[src/logic/wwd_pkg.sv]
package wwd_pkg;

	// ----------------------------------------------------------------
	// Register map (byte addresses)
	// ----------------------------------------------------------------
	localparam logic [7:0] OFF_CTRL = 8'h00;
	localparam logic [7:0] OFF_RELOAD = 8'h04;
	localparam logic [7:0] OFF_WINDOW = 8'h08;
	localparam logic [7:0] OFF_SERVICE = 8'h0c;
	localparam logic [7:0] OFF_COUNT = 8'h10;
	localparam logic [7:0] OFF_STATUS = 8'h14;
	localparam logic [7:0] OFF_IRQ_STAT = 8'h18;
	localparam logic [7:0] OFF_IRQ_MASK = 8'h1c;

	// ----------------------------------------------------------------
	// Field positions
	// ----------------------------------------------------------------
	localparam int CTRL_ENABLE_BIT = 0;
	localparam int CTRL_PRESCALE_BIT = 1;
	localparam int CTRL_WIN_EN_BIT = 2;
	localparam int STAT_PREWARN_BIT = 0;
	localparam int STAT_NMI_BIT = 1;
	localparam int STAT_SYSRST_BIT = 2;
	localparam int STAT_PWCNT_LSB = 8;
	localparam int EVT_TIMEOUT_BIT = 0;
	localparam int EVT_WINDOW_BIT = 1;
	localparam int EVT_SYSRST_BIT = 2;
	localparam int EVT_W = 3;

	// ----------------------------------------------------------------
	// Counting constants
	// ----------------------------------------------------------------
	localparam logic [6:0] PRE_LAST_FAST = 7'h01;
	localparam logic [6:0] PRE_LAST_SLOW = 7'h7f;
	localparam logic [7:0] LOW_CLEAR = 8'h00;
	localparam logic [15:0] CNT_TOP = 16'hffff;
	localparam int PREWARN_COUNTS = 32'h30;
	localparam logic [1:0] RESP_OKAY = 2'b00;
	localparam logic [1:0] RESP_SLVERR = 2'b10;

	// ----------------------------------------------------------------
	// Types
	// ----------------------------------------------------------------
	typedef enum logic [1:0]
	{
		WWD_RUN = 2'b00,
		WWD_PREWARN = 2'b01,
		WWD_SYSRST = 2'b11
	} wwd_mode_type;

	typedef struct packed {
		logic awready;
		logic wready;
		logic bvalid;
		logic [1:0] bresp;
		logic aw_got;
		logic w_got;
		logic [7:0] aw_addr;
		logic [31:0] wdata;
		logic [3:0] wstrb;
		logic arready;
		logic rvalid;
		logic [1:0] rresp;
		logic [31:0] rdata;
		logic enable;
		logic count_prescale_select;
		logic win_en;
		logic [7:0] reload_high_byte;
		logic [7:0] window_boundary_byte;
		logic [15:0] watchdog_counter;
		logic [6:0] pre;
		wwd_mode_type mode;
		logic [7:0] pw_cnt;
		logic timeout_nmi_out;
		logic system_reset_out;
		logic [2:0] irq_stat;
		logic [2:0] irq_mask;
		logic irq;
	} wwd_state_type;

endpackage

[src/logic/wwd_top.sv]
// Operation
// Counter is two chained 8-bit stages.
// Count at pclk/2 or pclk/128.
// Service loads reload byte, clears low.
// Resume counting from reload times 256.
// Overflow raises timeout NMI, enters prewarning.
// Prewarning lasts 30 hex counts, then reset.
// Service inside window enters prewarning, no NMI.
// Window spans 0000 up to window byte:00.
// Window byte above reload shortens period.
// Period equals prescale times remaining counts.
// Debug mode freezes watchdog entirely.
// Software keeps window byte at least reload.
// Each service is one single-cycle access.
// Service outside window is valid, no prewarning.
module wwd_top #(
	parameter int ADDR_W = 8,
	parameter int PW_COUNTS = wwd_pkg::PREWARN_COUNTS
) (
	// Clock and reset
	input wire logic aclk,
	input wire logic aresetn,
	// Debug suspend
	input wire logic debug_mode,
	// AXI4-Lite write address
	input wire logic [ADDR_W-1:0] s_axi_awaddr,
	input wire logic s_axi_awvalid,
	output logic s_axi_awready,
	// AXI4-Lite write data
	input wire logic [31:0] s_axi_wdata,
	input wire logic [3:0] s_axi_wstrb,
	input wire logic s_axi_wvalid,
	output logic s_axi_wready,
	// AXI4-Lite write response
	output logic [1:0] s_axi_bresp,
	output logic s_axi_bvalid,
	input wire logic s_axi_bready,
	// AXI4-Lite read address
	input wire logic [ADDR_W-1:0] s_axi_araddr,
	input wire logic s_axi_arvalid,
	output logic s_axi_arready,
	// AXI4-Lite read data
	output logic [31:0] s_axi_rdata,
	output logic [1:0] s_axi_rresp,
	output logic s_axi_rvalid,
	input wire logic s_axi_rready,
	// Watchdog outputs
	output logic timeout_nmi_out,
	output logic system_reset_out,
	output logic irq
);

	// ----------------------------------------------------------------
	// Elaboration checks
	// ----------------------------------------------------------------
	if (ADDR_W < 5 || ADDR_W > 8)
	begin : g_bad_addr
		$error("ADDR_W must lie between 5 and 8");
	end
	if (PW_COUNTS < 1 || PW_COUNTS > 256)
	begin : g_bad_pw
		$error("PW_COUNTS must lie between 1 and 256");
	end

	localparam logic [7:0] PW_LAST = 8'(PW_COUNTS - 1);

	// Word-aligned offset inside the map, upper bits zero
	function automatic logic is_mapped(input logic [7:0] addr);
		is_mapped = (addr[1:0] == 2'b00) && (addr[7:5] == 3'b000);
	endfunction

	wwd_pkg::wwd_state_type st_ff;
	wwd_pkg::wwd_state_type nxt_st;
	logic run_en;
	logic tick;
	logic wr_fire;
	logic svc_req;
	logic in_window;
	logic svc_ok;
	logic win_bad;
	logic ovf;
	logic pw_done;
	logic [2:0] evt_set;
	logic [2:0] evt_clr;
	logic [7:0] ar8;
	logic [7:0] aw8;

	assign ar8 = 8'(s_axi_araddr);
	assign aw8 = 8'(s_axi_awaddr);

	// ----------------------------------------------------------------
	// Next-state logic
	// ----------------------------------------------------------------
	// All state advances from one copy; the bus and the counter share it
	always_comb
	begin
		nxt_st = st_ff;
		evt_set = 3'h0;
		evt_clr = 3'h0;

		// Suspended in debug and once reset is issued
		// debug freeze
		run_en = st_ff.enable && !debug_mode && (st_ff.mode != wwd_pkg::WWD_SYSRST);

		// Compare with >= so a divider change mid-period cannot stall
		// rate select
		tick = run_en && (st_ff.pre >= (st_ff.count_prescale_select ?
			wwd_pkg::PRE_LAST_SLOW : wwd_pkg::PRE_LAST_FAST));

		wr_fire = st_ff.aw_got && st_ff.w_got && !st_ff.bvalid;
		// one write is one service
		svc_req = wr_fire && (st_ff.aw_addr == wwd_pkg::OFF_SERVICE) && (st_ff.wstrb != 4'h0);
		// window range
		in_window = st_ff.win_en &&
			(st_ff.watchdog_counter <= {st_ff.window_boundary_byte, wwd_pkg::LOW_CLEAR});
		// valid service
		svc_ok = svc_req && run_en && (st_ff.mode == wwd_pkg::WWD_RUN) && !in_window;
		win_bad = svc_req && run_en && (st_ff.mode == wwd_pkg::WWD_RUN) && in_window;
		// Service in the same cycle as the last count saves the system
		ovf = tick && (st_ff.mode == wwd_pkg::WWD_RUN) && !svc_req &&
			(st_ff.watchdog_counter == wwd_pkg::CNT_TOP);
		pw_done = tick && (st_ff.mode == wwd_pkg::WWD_PREWARN) && (st_ff.pw_cnt == PW_LAST);

		// Prescaler restarts on service so each period is exact
		// exact period
		if (svc_ok || tick)
			nxt_st.pre = 7'h00;
		else if (run_en)
			nxt_st.pre = st_ff.pre + 7'h01;

		// Counter: low stage carries into high stage
		if (svc_ok)
		begin
			// reload upper, clear lower
			// restart from reload*256
			nxt_st.watchdog_counter = {st_ff.reload_high_byte, wwd_pkg::LOW_CLEAR};
		end
		else if (tick)
		begin
			// chained stages
			nxt_st.watchdog_counter[7:0] = st_ff.watchdog_counter[7:0] + 8'h01;
			if (st_ff.watchdog_counter[7:0] == 8'hff)
				nxt_st.watchdog_counter[15:8] = st_ff.watchdog_counter[15:8] + 8'h01;
		end

		// Mode sequence
		unique case (st_ff.mode)
			wwd_pkg::WWD_RUN:
			begin
				if (ovf)
				begin
					// timeout NMI
					nxt_st.mode = wwd_pkg::WWD_PREWARN;
					nxt_st.timeout_nmi_out = 1'b1;
					nxt_st.pw_cnt = 8'h00;
					evt_set[wwd_pkg::EVT_TIMEOUT_BIT] = 1'b1;
				end
				else if (win_bad)
				begin
					// early service, no NMI
					// window shortens period
					nxt_st.mode = wwd_pkg::WWD_PREWARN;
					nxt_st.pw_cnt = 8'h00;
					evt_set[wwd_pkg::EVT_WINDOW_BIT] = 1'b1;
				end
			end
			wwd_pkg::WWD_PREWARN:
			begin
				// prewarning length
				if (pw_done)
				begin
					nxt_st.mode = wwd_pkg::WWD_SYSRST;
					nxt_st.system_reset_out = 1'b1;
					evt_set[wwd_pkg::EVT_SYSRST_BIT] = 1'b1;
				end
				else if (tick)
					nxt_st.pw_cnt = st_ff.pw_cnt + 8'h01;
			end
			wwd_pkg::WWD_SYSRST:
			begin
				// Held until the block itself is reset
				nxt_st.system_reset_out = 1'b1;
			end
			default:
			begin
				nxt_st.mode = wwd_pkg::WWD_SYSRST;
				nxt_st.system_reset_out = 1'b1;
			end
		endcase

		// Write channel capture, address and data in either order
		if (s_axi_awvalid && st_ff.awready)
		begin
			nxt_st.aw_got = 1'b1;
			nxt_st.aw_addr = aw8;
		end
		if (s_axi_wvalid && st_ff.wready)
		begin
			nxt_st.w_got = 1'b1;
			nxt_st.wdata = s_axi_wdata;
			nxt_st.wstrb = s_axi_wstrb;
		end

		// Register writes; config fields sit in byte lane 0
		if (wr_fire)
		begin
			nxt_st.aw_got = 1'b0;
			nxt_st.w_got = 1'b0;
			nxt_st.bvalid = 1'b1;
			nxt_st.bresp = is_mapped(st_ff.aw_addr) ? wwd_pkg::RESP_OKAY : wwd_pkg::RESP_SLVERR;
			if (st_ff.wstrb[0])
			begin
				unique case (st_ff.aw_addr)
					wwd_pkg::OFF_CTRL:
					begin
						nxt_st.enable = st_ff.wdata[wwd_pkg::CTRL_ENABLE_BIT];
						nxt_st.count_prescale_select = st_ff.wdata[wwd_pkg::CTRL_PRESCALE_BIT];
						nxt_st.win_en = st_ff.wdata[wwd_pkg::CTRL_WIN_EN_BIT];
					end
					wwd_pkg::OFF_RELOAD: nxt_st.reload_high_byte = st_ff.wdata[7:0];
					wwd_pkg::OFF_WINDOW: nxt_st.window_boundary_byte = st_ff.wdata[7:0];
					wwd_pkg::OFF_IRQ_STAT: evt_clr = st_ff.wdata[2:0];
					wwd_pkg::OFF_IRQ_MASK: nxt_st.irq_mask = st_ff.wdata[2:0];
					default:
					begin
					end
				endcase
			end
		end
		if (st_ff.bvalid && s_axi_bready)
			nxt_st.bvalid = 1'b0;

		// Sticky events: a set in the clearing cycle survives
		nxt_st.irq_stat = (st_ff.irq_stat & ~evt_clr) | evt_set;
		nxt_st.irq = |(nxt_st.irq_stat & nxt_st.irq_mask);

		// Read channel: one access at a time
		if (s_axi_arvalid && st_ff.arready)
		begin
			nxt_st.rvalid = 1'b1;
			nxt_st.rresp = is_mapped(ar8) ? wwd_pkg::RESP_OKAY : wwd_pkg::RESP_SLVERR;
			nxt_st.rdata = 32'h0000_0000;
			unique case (ar8)
				wwd_pkg::OFF_CTRL:
				begin
					nxt_st.rdata[wwd_pkg::CTRL_ENABLE_BIT] = st_ff.enable;
					nxt_st.rdata[wwd_pkg::CTRL_PRESCALE_BIT] = st_ff.count_prescale_select;
					nxt_st.rdata[wwd_pkg::CTRL_WIN_EN_BIT] = st_ff.win_en;
				end
				wwd_pkg::OFF_RELOAD: nxt_st.rdata[7:0] = st_ff.reload_high_byte;
				wwd_pkg::OFF_WINDOW: nxt_st.rdata[7:0] = st_ff.window_boundary_byte;
				wwd_pkg::OFF_COUNT: nxt_st.rdata[15:0] = st_ff.watchdog_counter;
				wwd_pkg::OFF_STATUS:
				begin
					nxt_st.rdata[wwd_pkg::STAT_PREWARN_BIT] = (st_ff.mode == wwd_pkg::WWD_PREWARN);
					nxt_st.rdata[wwd_pkg::STAT_NMI_BIT] = st_ff.timeout_nmi_out;
					nxt_st.rdata[wwd_pkg::STAT_SYSRST_BIT] = st_ff.system_reset_out;
					nxt_st.rdata[wwd_pkg::STAT_PWCNT_LSB +: 8] = st_ff.pw_cnt;
				end
				wwd_pkg::OFF_IRQ_STAT: nxt_st.rdata[2:0] = st_ff.irq_stat;
				wwd_pkg::OFF_IRQ_MASK: nxt_st.rdata[2:0] = st_ff.irq_mask;
				default:
				begin
				end
			endcase
		end
		else if (st_ff.rvalid && s_axi_rready)
			nxt_st.rvalid = 1'b0;

		// Readies drop while a channel holds an item or a reply waits
		nxt_st.awready = !nxt_st.aw_got && !nxt_st.bvalid;
		nxt_st.wready = !nxt_st.w_got && !nxt_st.bvalid;
		nxt_st.arready = !nxt_st.rvalid;
	end

	// ----------------------------------------------------------------
	// State register
	// ----------------------------------------------------------------
	// All-zero reset: run mode, disabled, readies rise one edge later
	always_ff @(posedge aclk)
	begin
		if (!aresetn)
			st_ff <= '0;
		else
			st_ff <= nxt_st;
	end

	assign s_axi_awready = st_ff.awready;
	assign s_axi_wready = st_ff.wready;
	assign s_axi_bvalid = st_ff.bvalid;
	assign s_axi_bresp = st_ff.bresp;
	assign s_axi_arready = st_ff.arready;
	assign s_axi_rvalid = st_ff.rvalid;
	assign s_axi_rresp = st_ff.rresp;
	assign s_axi_rdata = st_ff.rdata;
	assign timeout_nmi_out = st_ff.timeout_nmi_out;
	assign system_reset_out = st_ff.system_reset_out;
	assign irq = st_ff.irq;
endmodule

[config.mk]
export PLATFORM = sky130hd
export DESIGN_NAME = wwd_top
export DESIGN_NICKNAME = d
export VERILOG_FILES = /design/src/logic/wwd_pkg.sv /design/src/logic/wwd_top.sv
export SDC_FILE = /design/constraint.sdc
export NUM_CORES = 1
export LEC_CHECK = 0
export BUFFER_PORTS_ARGS = -buffer_cell sky130_fd_sc_hd__clkbuf_2
export CAP_MARGIN = 20
export CORE_ASPECT_RATIO = 1.5
export CORE_UTILIZATION = 56
export CTS_CLUSTER_SIZE = 40
export DETAILED_ROUTE_END_ITERATION = 10
export MAX_ROUTING_LAYER = met4
export PLACE_DENSITY = 0.84
export RECOVER_POWER = 50
export SLEW_MARGIN = 10
export SYNTH_ARGS = -nofsm -noshare
export SYNTH_HDL_FRONTEND = slang
export SYNTH_SLANG_ARGS = --single-unit
[constraint.sdc]
create_clock -name aclk -period 2.9 [get_ports aclk]
set_input_delay 0.29 -clock aclk [delete_from_list [all_inputs] [get_ports aclk]]
set_output_delay 0.29 -clock aclk [all_outputs]
set_load 0.1 [all_outputs]
---- Word-level counts from Yosys, hierarchy flattened ----
Cells that the tools add are included.
W data, S select, Z words.
storage, ports and cells
  register bits after elaboration ......... 108
  input bits .............................. 60
  output and inout port bits .............. 44
  word-level logic and storage cells ...... 155
operators by class
  add/subtract/negate cells ............... 4
  $lt $le $gt $ge ......................... 2
  eq/ne operators ......................... 21
  mux-type cells .......................... 36
  bitwise gates (word level) .............. 7
  reductions and logical operators ........ 57
operators by type and width
  kind                    number
  $eq A8 B5 Y1 const B    6
  $mux W16                2
  $pmux W8 S2             2
  $logic_and A1 B1 Y1     26
  $add A8 B1 Y8 const B   3
  $eq A8 B4 Y1 const B    3
  $mux W8                 3
  $pmux W3 S7             1
  $mux W10                2
  $mux W3                 6
  $eq A16 B16 Y1 const B  1
  $eq A8 B3 Y1 const B    2
  $le A16 B16 Y1          1
  $logic_not A8 Y1        2
  $pmux W5 S3             1
  $reduce_and A3 Y1       4
  $mux W1                 11
  $eq A8 B6 Y1 const B    1
  $eq A8 B8 Y1 const B    1
  $logic_not A1 Y1        8
  $mux W2                 4
  $ne A2 B2 Y1 const B    4
  $add A7 B1 Y7 const B   1
  $ge A7 B7 Y1            1
  other kinds (20)        31

---- Longest topological paths before layout ----
  depth in word-level cells ............... 13
  depth in mapped cells ................... 9
  gate-level depth less buffers ........... 8

---- Worst setup path after synthesis ----
No wires, ideal clock.
  kind .................................... register -> register
  start point ............................. reg st_ff[59] (netlist bit)
  end point ............................... reg st_ff[16] (netlist bit)
  library setup time ...................... 0.073 ns
  data arrival time ....................... 2.303 ns
  required time ........................... 2.827 ns
  slack ................................... 0.523 ns
  stages on the path, launching flop included .. 10
  buffers on the path ..................... 1
  period minus slack after synthesis ...... 2.377 ns
  path through ............................ dfxtp_1 > inv_1 > ha_1 > a21oi_1 > a21o_1 > a211o_1 > or3_1 > clkbuf_1 > o31a_1 > a31oi_4
between the ends
  longest elaborated chain between the ends .. 8
  elaborated cells between the ends (all ways) .. 14
  classes of those cells .................. order compare: 1; eq/ne: 3; mux: 3; reduce/logical: 7
ends and longest elaborated chain
  item                                                               line            text
  from (decl)                                                        wwd_top.sv:72   wwd_pkg::wwd_state_type st_ff;
  from (signal assigned)                                             wwd_top.sv:285  st_ff <= nxt_st;
  $mux W7 *                                                          wwd_top.sv:107  tick = run_en && (st_ff.pre >= (st_ff.count_prescale_select ?
  $ge A7 B7 Y1 *                                                     wwd_top.sv:107
  $logic_and A1 B1 Y1 *                                              wwd_top.sv:107
  $logic_and A1 B1 Y1 (3 in a row)                                   wwd_top.sv:120  ovf = tick && (st_ff.mode == wwd_pkg::WWD_RUN) && !svc_req &&
  $ne A3 B3 Y1 (no source line) or $mux W10 (tied branches)          n/a
  $reduce_and A4 Y1 (no source line) or $pmux W8 S2 (tied branches)  n/a
Mark *: on every way between the ends. The rest lies on a longest branch, timed or not.
A chain may end at the register's enable or synchronous reset.

---- Worst setup path after layout ----
  start point ............................. reg st_ff[59] (netlist bit)
  end point ............................... reg st_ff[15] (netlist bit)
Same word-level chain as after synthesis.

==> flow_summary.json <==
{
  "timing.rr.start": "st_ff[59]",
  "fillCellCount": 838,
  "synth_flop_cell": "dfxtp_1",
  "wl_mm": 13.2,
  "die_w_um": 83.4,
  "worst_slew_pin_slew_ns": 1.90,
  "crit_path_end_kind": "flip-flop",
  "finalSetupTns_ns": 0,
  "synth-seq-cells": 106,
  "worstPathCellList": "inv_1, ha_1, a21o_1, a211oi_1, a21oi_1, and3_1, nor3_1, o221a_2",
  "diodes": 0,
  "syn_to_final_growth_pct": 8.19,
  "min_to": "st_ff[108]",
  "io_pins": 104,
  "start_util": 0.574,
  "fin_nets": 746,
  "final_cells": 787,
  "vias": 4708,
  "rows": 44,
  "clkTransAtPathRegs_ns": 0.07,
  "grt_pass1_vias": 4680,
  "cts.sink_count": 106,
  "grt_max_degree": 60,
  "die-area_um2": 10300,
  "core_area_um2": 9690,
  "muxShareOfSynthArea": 0.0508,
  "min_path_cells": 3,
  "crit_buf_inv": 1,
  "worstHoldStart": "s_axi_wdata[7]",
  "worstPathMaxFanout": 7,
  "grt-busiest-layer": "met2",
  "mostFrequentLayoutCells": "106 x dfxtp_1, 82 x nand2_1, 44 x nor2_1, 34 x clkbuf_2, 31 x clkbuf_1",
  "grt.total_usage": 0.277,
  "synthAdderAreaFrac": 0.0427,
  "die_y_um": 124,
  "ctsResizeCount": 0,
  "drtAntennaViolNets": 0,
  "synth_top_area_frac": 0.381,
  "drive_gt1_frac": 0.118,
  "layout_commonest_cell": "dfxtp_1",
  "period_needed_ns": 2.73,
  "cts_setup_buffers": 0,
  "seq_area_frac_synth": 0.381,
  "leakage_nw": 2.23,
  "synthCells": 632,
  "arrival_ns": 3.03,
  "gr-usage-met3": 0.0378,
  "use_met1": 0.279,
  "final.setup.worst_slack_ns": 0.166,
  "ys_types": 66,
  "cp_slowest_stage_delay_ns": 0.43,
  "violations": "max-capacitance violations, max-slew violations",
  "synth_edf_count": 0,
  "grt_pass1_wl_mm": 21.8,
  "finClkSkew_ns": 0.00731,
  "slew_violations": 60,
  "async_flop_share": 0,
  "status": "finished with violations",
  "crit_family": "compound AO/OA/AOI/OAI gates",
  "finalHoldViolCount": 0,
  "wl_per_cell_um": 16.8,
  "synth_warnings": 0,
  "grt_setup_unrepaired": "no",
  "htree_levels": 3,
  "drtIter0Drc": 383,
  "place.gp.congestion": 0.998,
  "drc": 0,
  "fin_crit_sh": 0.943,
  "cts_tree": "done",
  "ctsHoldBuffers": 0,
  "hp-class": "input pin to flip-flop",
  "port_buffers": 61,
  "synth_top_family_by_area": "simple AND/OR/NAND/NOR gates",
  "yosys.area_share.simple": 0.242,
  "gr-total-overflow": 0,
  "timing.fmax_mhz": 366,
  "numCtsBuffers": 9,
  "reg2reg_slack_ns": 0.17,
  "finalSetupViolations": 0,
  "synth-xor-area-share": 0.0283,
  "pre_cts_slack_ns": 0.254,
  "antenna_found_initial": 0,
  "syn_area_um2": 5560,
  "ctsRootBufferMaster": "clkbuf_16",
  "avgSynthCellArea_um2": 8.80,
  "post_drt_via_cell_ratio": 5.98,
  "synth_compound_area_frac": 0.173,
  "startpoint_type": "flip-flop",
  "drv_cap": 1,
  "worst_r2r_endpoint": "st_ff[15]",
  "ff2ff_path_depth": 8,
  "clock_latency_ns": 0.35,
  "first_pass_iters": 6,
  "cellPowerDensity_nw_per_um2": 517,
  "crit_type": "flip-flop to flip-flop",
  "peakVddDrop_uv": 499,
  "worstPathRequired_ns": 3.20,
  "worst-path-stages": 8,
  "met2_usage": 0.471,
  "hpwl_mm": 9.88,
  "slew_headroom": -0.268,
  "synth_top_area_cell": "dfxtp_1",
  "dp_cells": 771,
  "clockBufferDepth": 2,
  "cpMaxStageDelayCell": "nor3_1",
  "synth.area.top_cells": "dfxtp_1 38%, nand2_1 5.5%, buf_4 5.0%"
}
-- cells in the mapped netlist (16+ instances only) --
| master | n |
|---|---|
| a21boi_0 | 26 |
| buf_4 | 37 |
| nand3_1 | 16 |
| nand2_1 | 82 |
| nor2_1 | 44 |
| clkbuf_1 | 21 |
| mux2i_1 | 26 |
| ha_1 | 19 |
| dfxtp_1 | 106 |
| nor2b_1 | 25 |
| a21oi_1 | 17 |
-- final cells by class --
type / count / area (µm²) / share of cell area
clock buffers: 11 / 243 / 0.0403
clock inverters: 5 / 63.8 / 0.0106
inverters: 15 / 56.3 / 0.00936
multi-input cells: 464 / 3050 / 0.507
flip-flops and latches: 106 / 2120 / 0.353
well taps: 115 / 144 / 0.0239
repair buffers: 71 / 335 / 0.0557
-- kinds of logic (layout without fill, tap and decap cells) --
group | count (synthesis) | after routing
xor+xnor | 18 | 18
fa+ha+maj | 19 | 19
flops | 106 | 106
compound gates | 123 | 123
simple gates | 258 | 258
mux | 28 | 28
other cells | 1 | 18
buf+inv | 79 | 102
-- per-stage QoR --
stage	util	cell area, µm²	hold WS, ns	total power [mW]
CTS	0.627	6070	0.160	3.13
detailed placement	0.595	5770	0.465	1.90
floorplan	-	5630	0.435	1.87
finish	0.621	6020	0.166	3.11
global route	0.621	6020	0.181	3.21
global placement	0.595	5770	0.452	1.89
-- power breakdown --
| group | internal [mW] | switching [mW] | leakage (nW) |
|---|---|---|---|
| clock network | 0.698 | 0.549 | 0.146 |
| registers | 1.48 | 0.0262 | 0.858 |
| logic | 0.0670 | 0.288 | 1.23 |
| total | 2.25 | 0.863 | 2.23 |
-- registers in the layout, summed over array words and instances, names as in the netlist --
register,flops
s_axi_rdata,16
s_axi_rresp,1
st_ff,80
s_axi_bresp,1
timeout_nmi_out,1
s_axi_arready,1
s_axi_wready,1
irq,1
s_axi_rvalid,1
s_axi_awready,1
system_reset_out,1
s_axi_bvalid,1
-- how the worst max path moves through the flow --
| stage | from | end | slack (ns) |
|---|---|---|---|
| 6_report | st_ff[59] | st_ff[15] | 0.17 |
| 5_1_grt | st_ff[59] | st_ff[14] | 0.02 |
| 4_1_cts | st_ff[59] | st_ff[15] | 0.21 |
| 3_5_place_dp | st_ff[59] | st_ff[14] | 0.25 |
| 3_3_place_gp | st_ff[59] | st_ff[16] | 0.33 |
| 2_1_floorplan | st_ff[59] | st_ff[16] | 0.52 |
-- worst reg2reg max path, cell delays in order, from the launching register on --
cell	delay, ns
dfxtp_1	0.39
inv_1	0.14
ha_1	0.32
a21o_1	0.18
a211oi_1	0.40
a21oi_1	0.25
and3_1	0.30
nor3_1	0.43
o221a_2	0.27
-- routing by layer --
layer  part of all wire  vias to the layer above  wire (µm)
li1                   -                     2284          -
met1               0.37                     2183       4930
met2               0.51                      182       6730
met3              0.048                       59        637
met4              0.069                        0        913
met5                  0                        -          0
(Power assumes the default switching activity.)
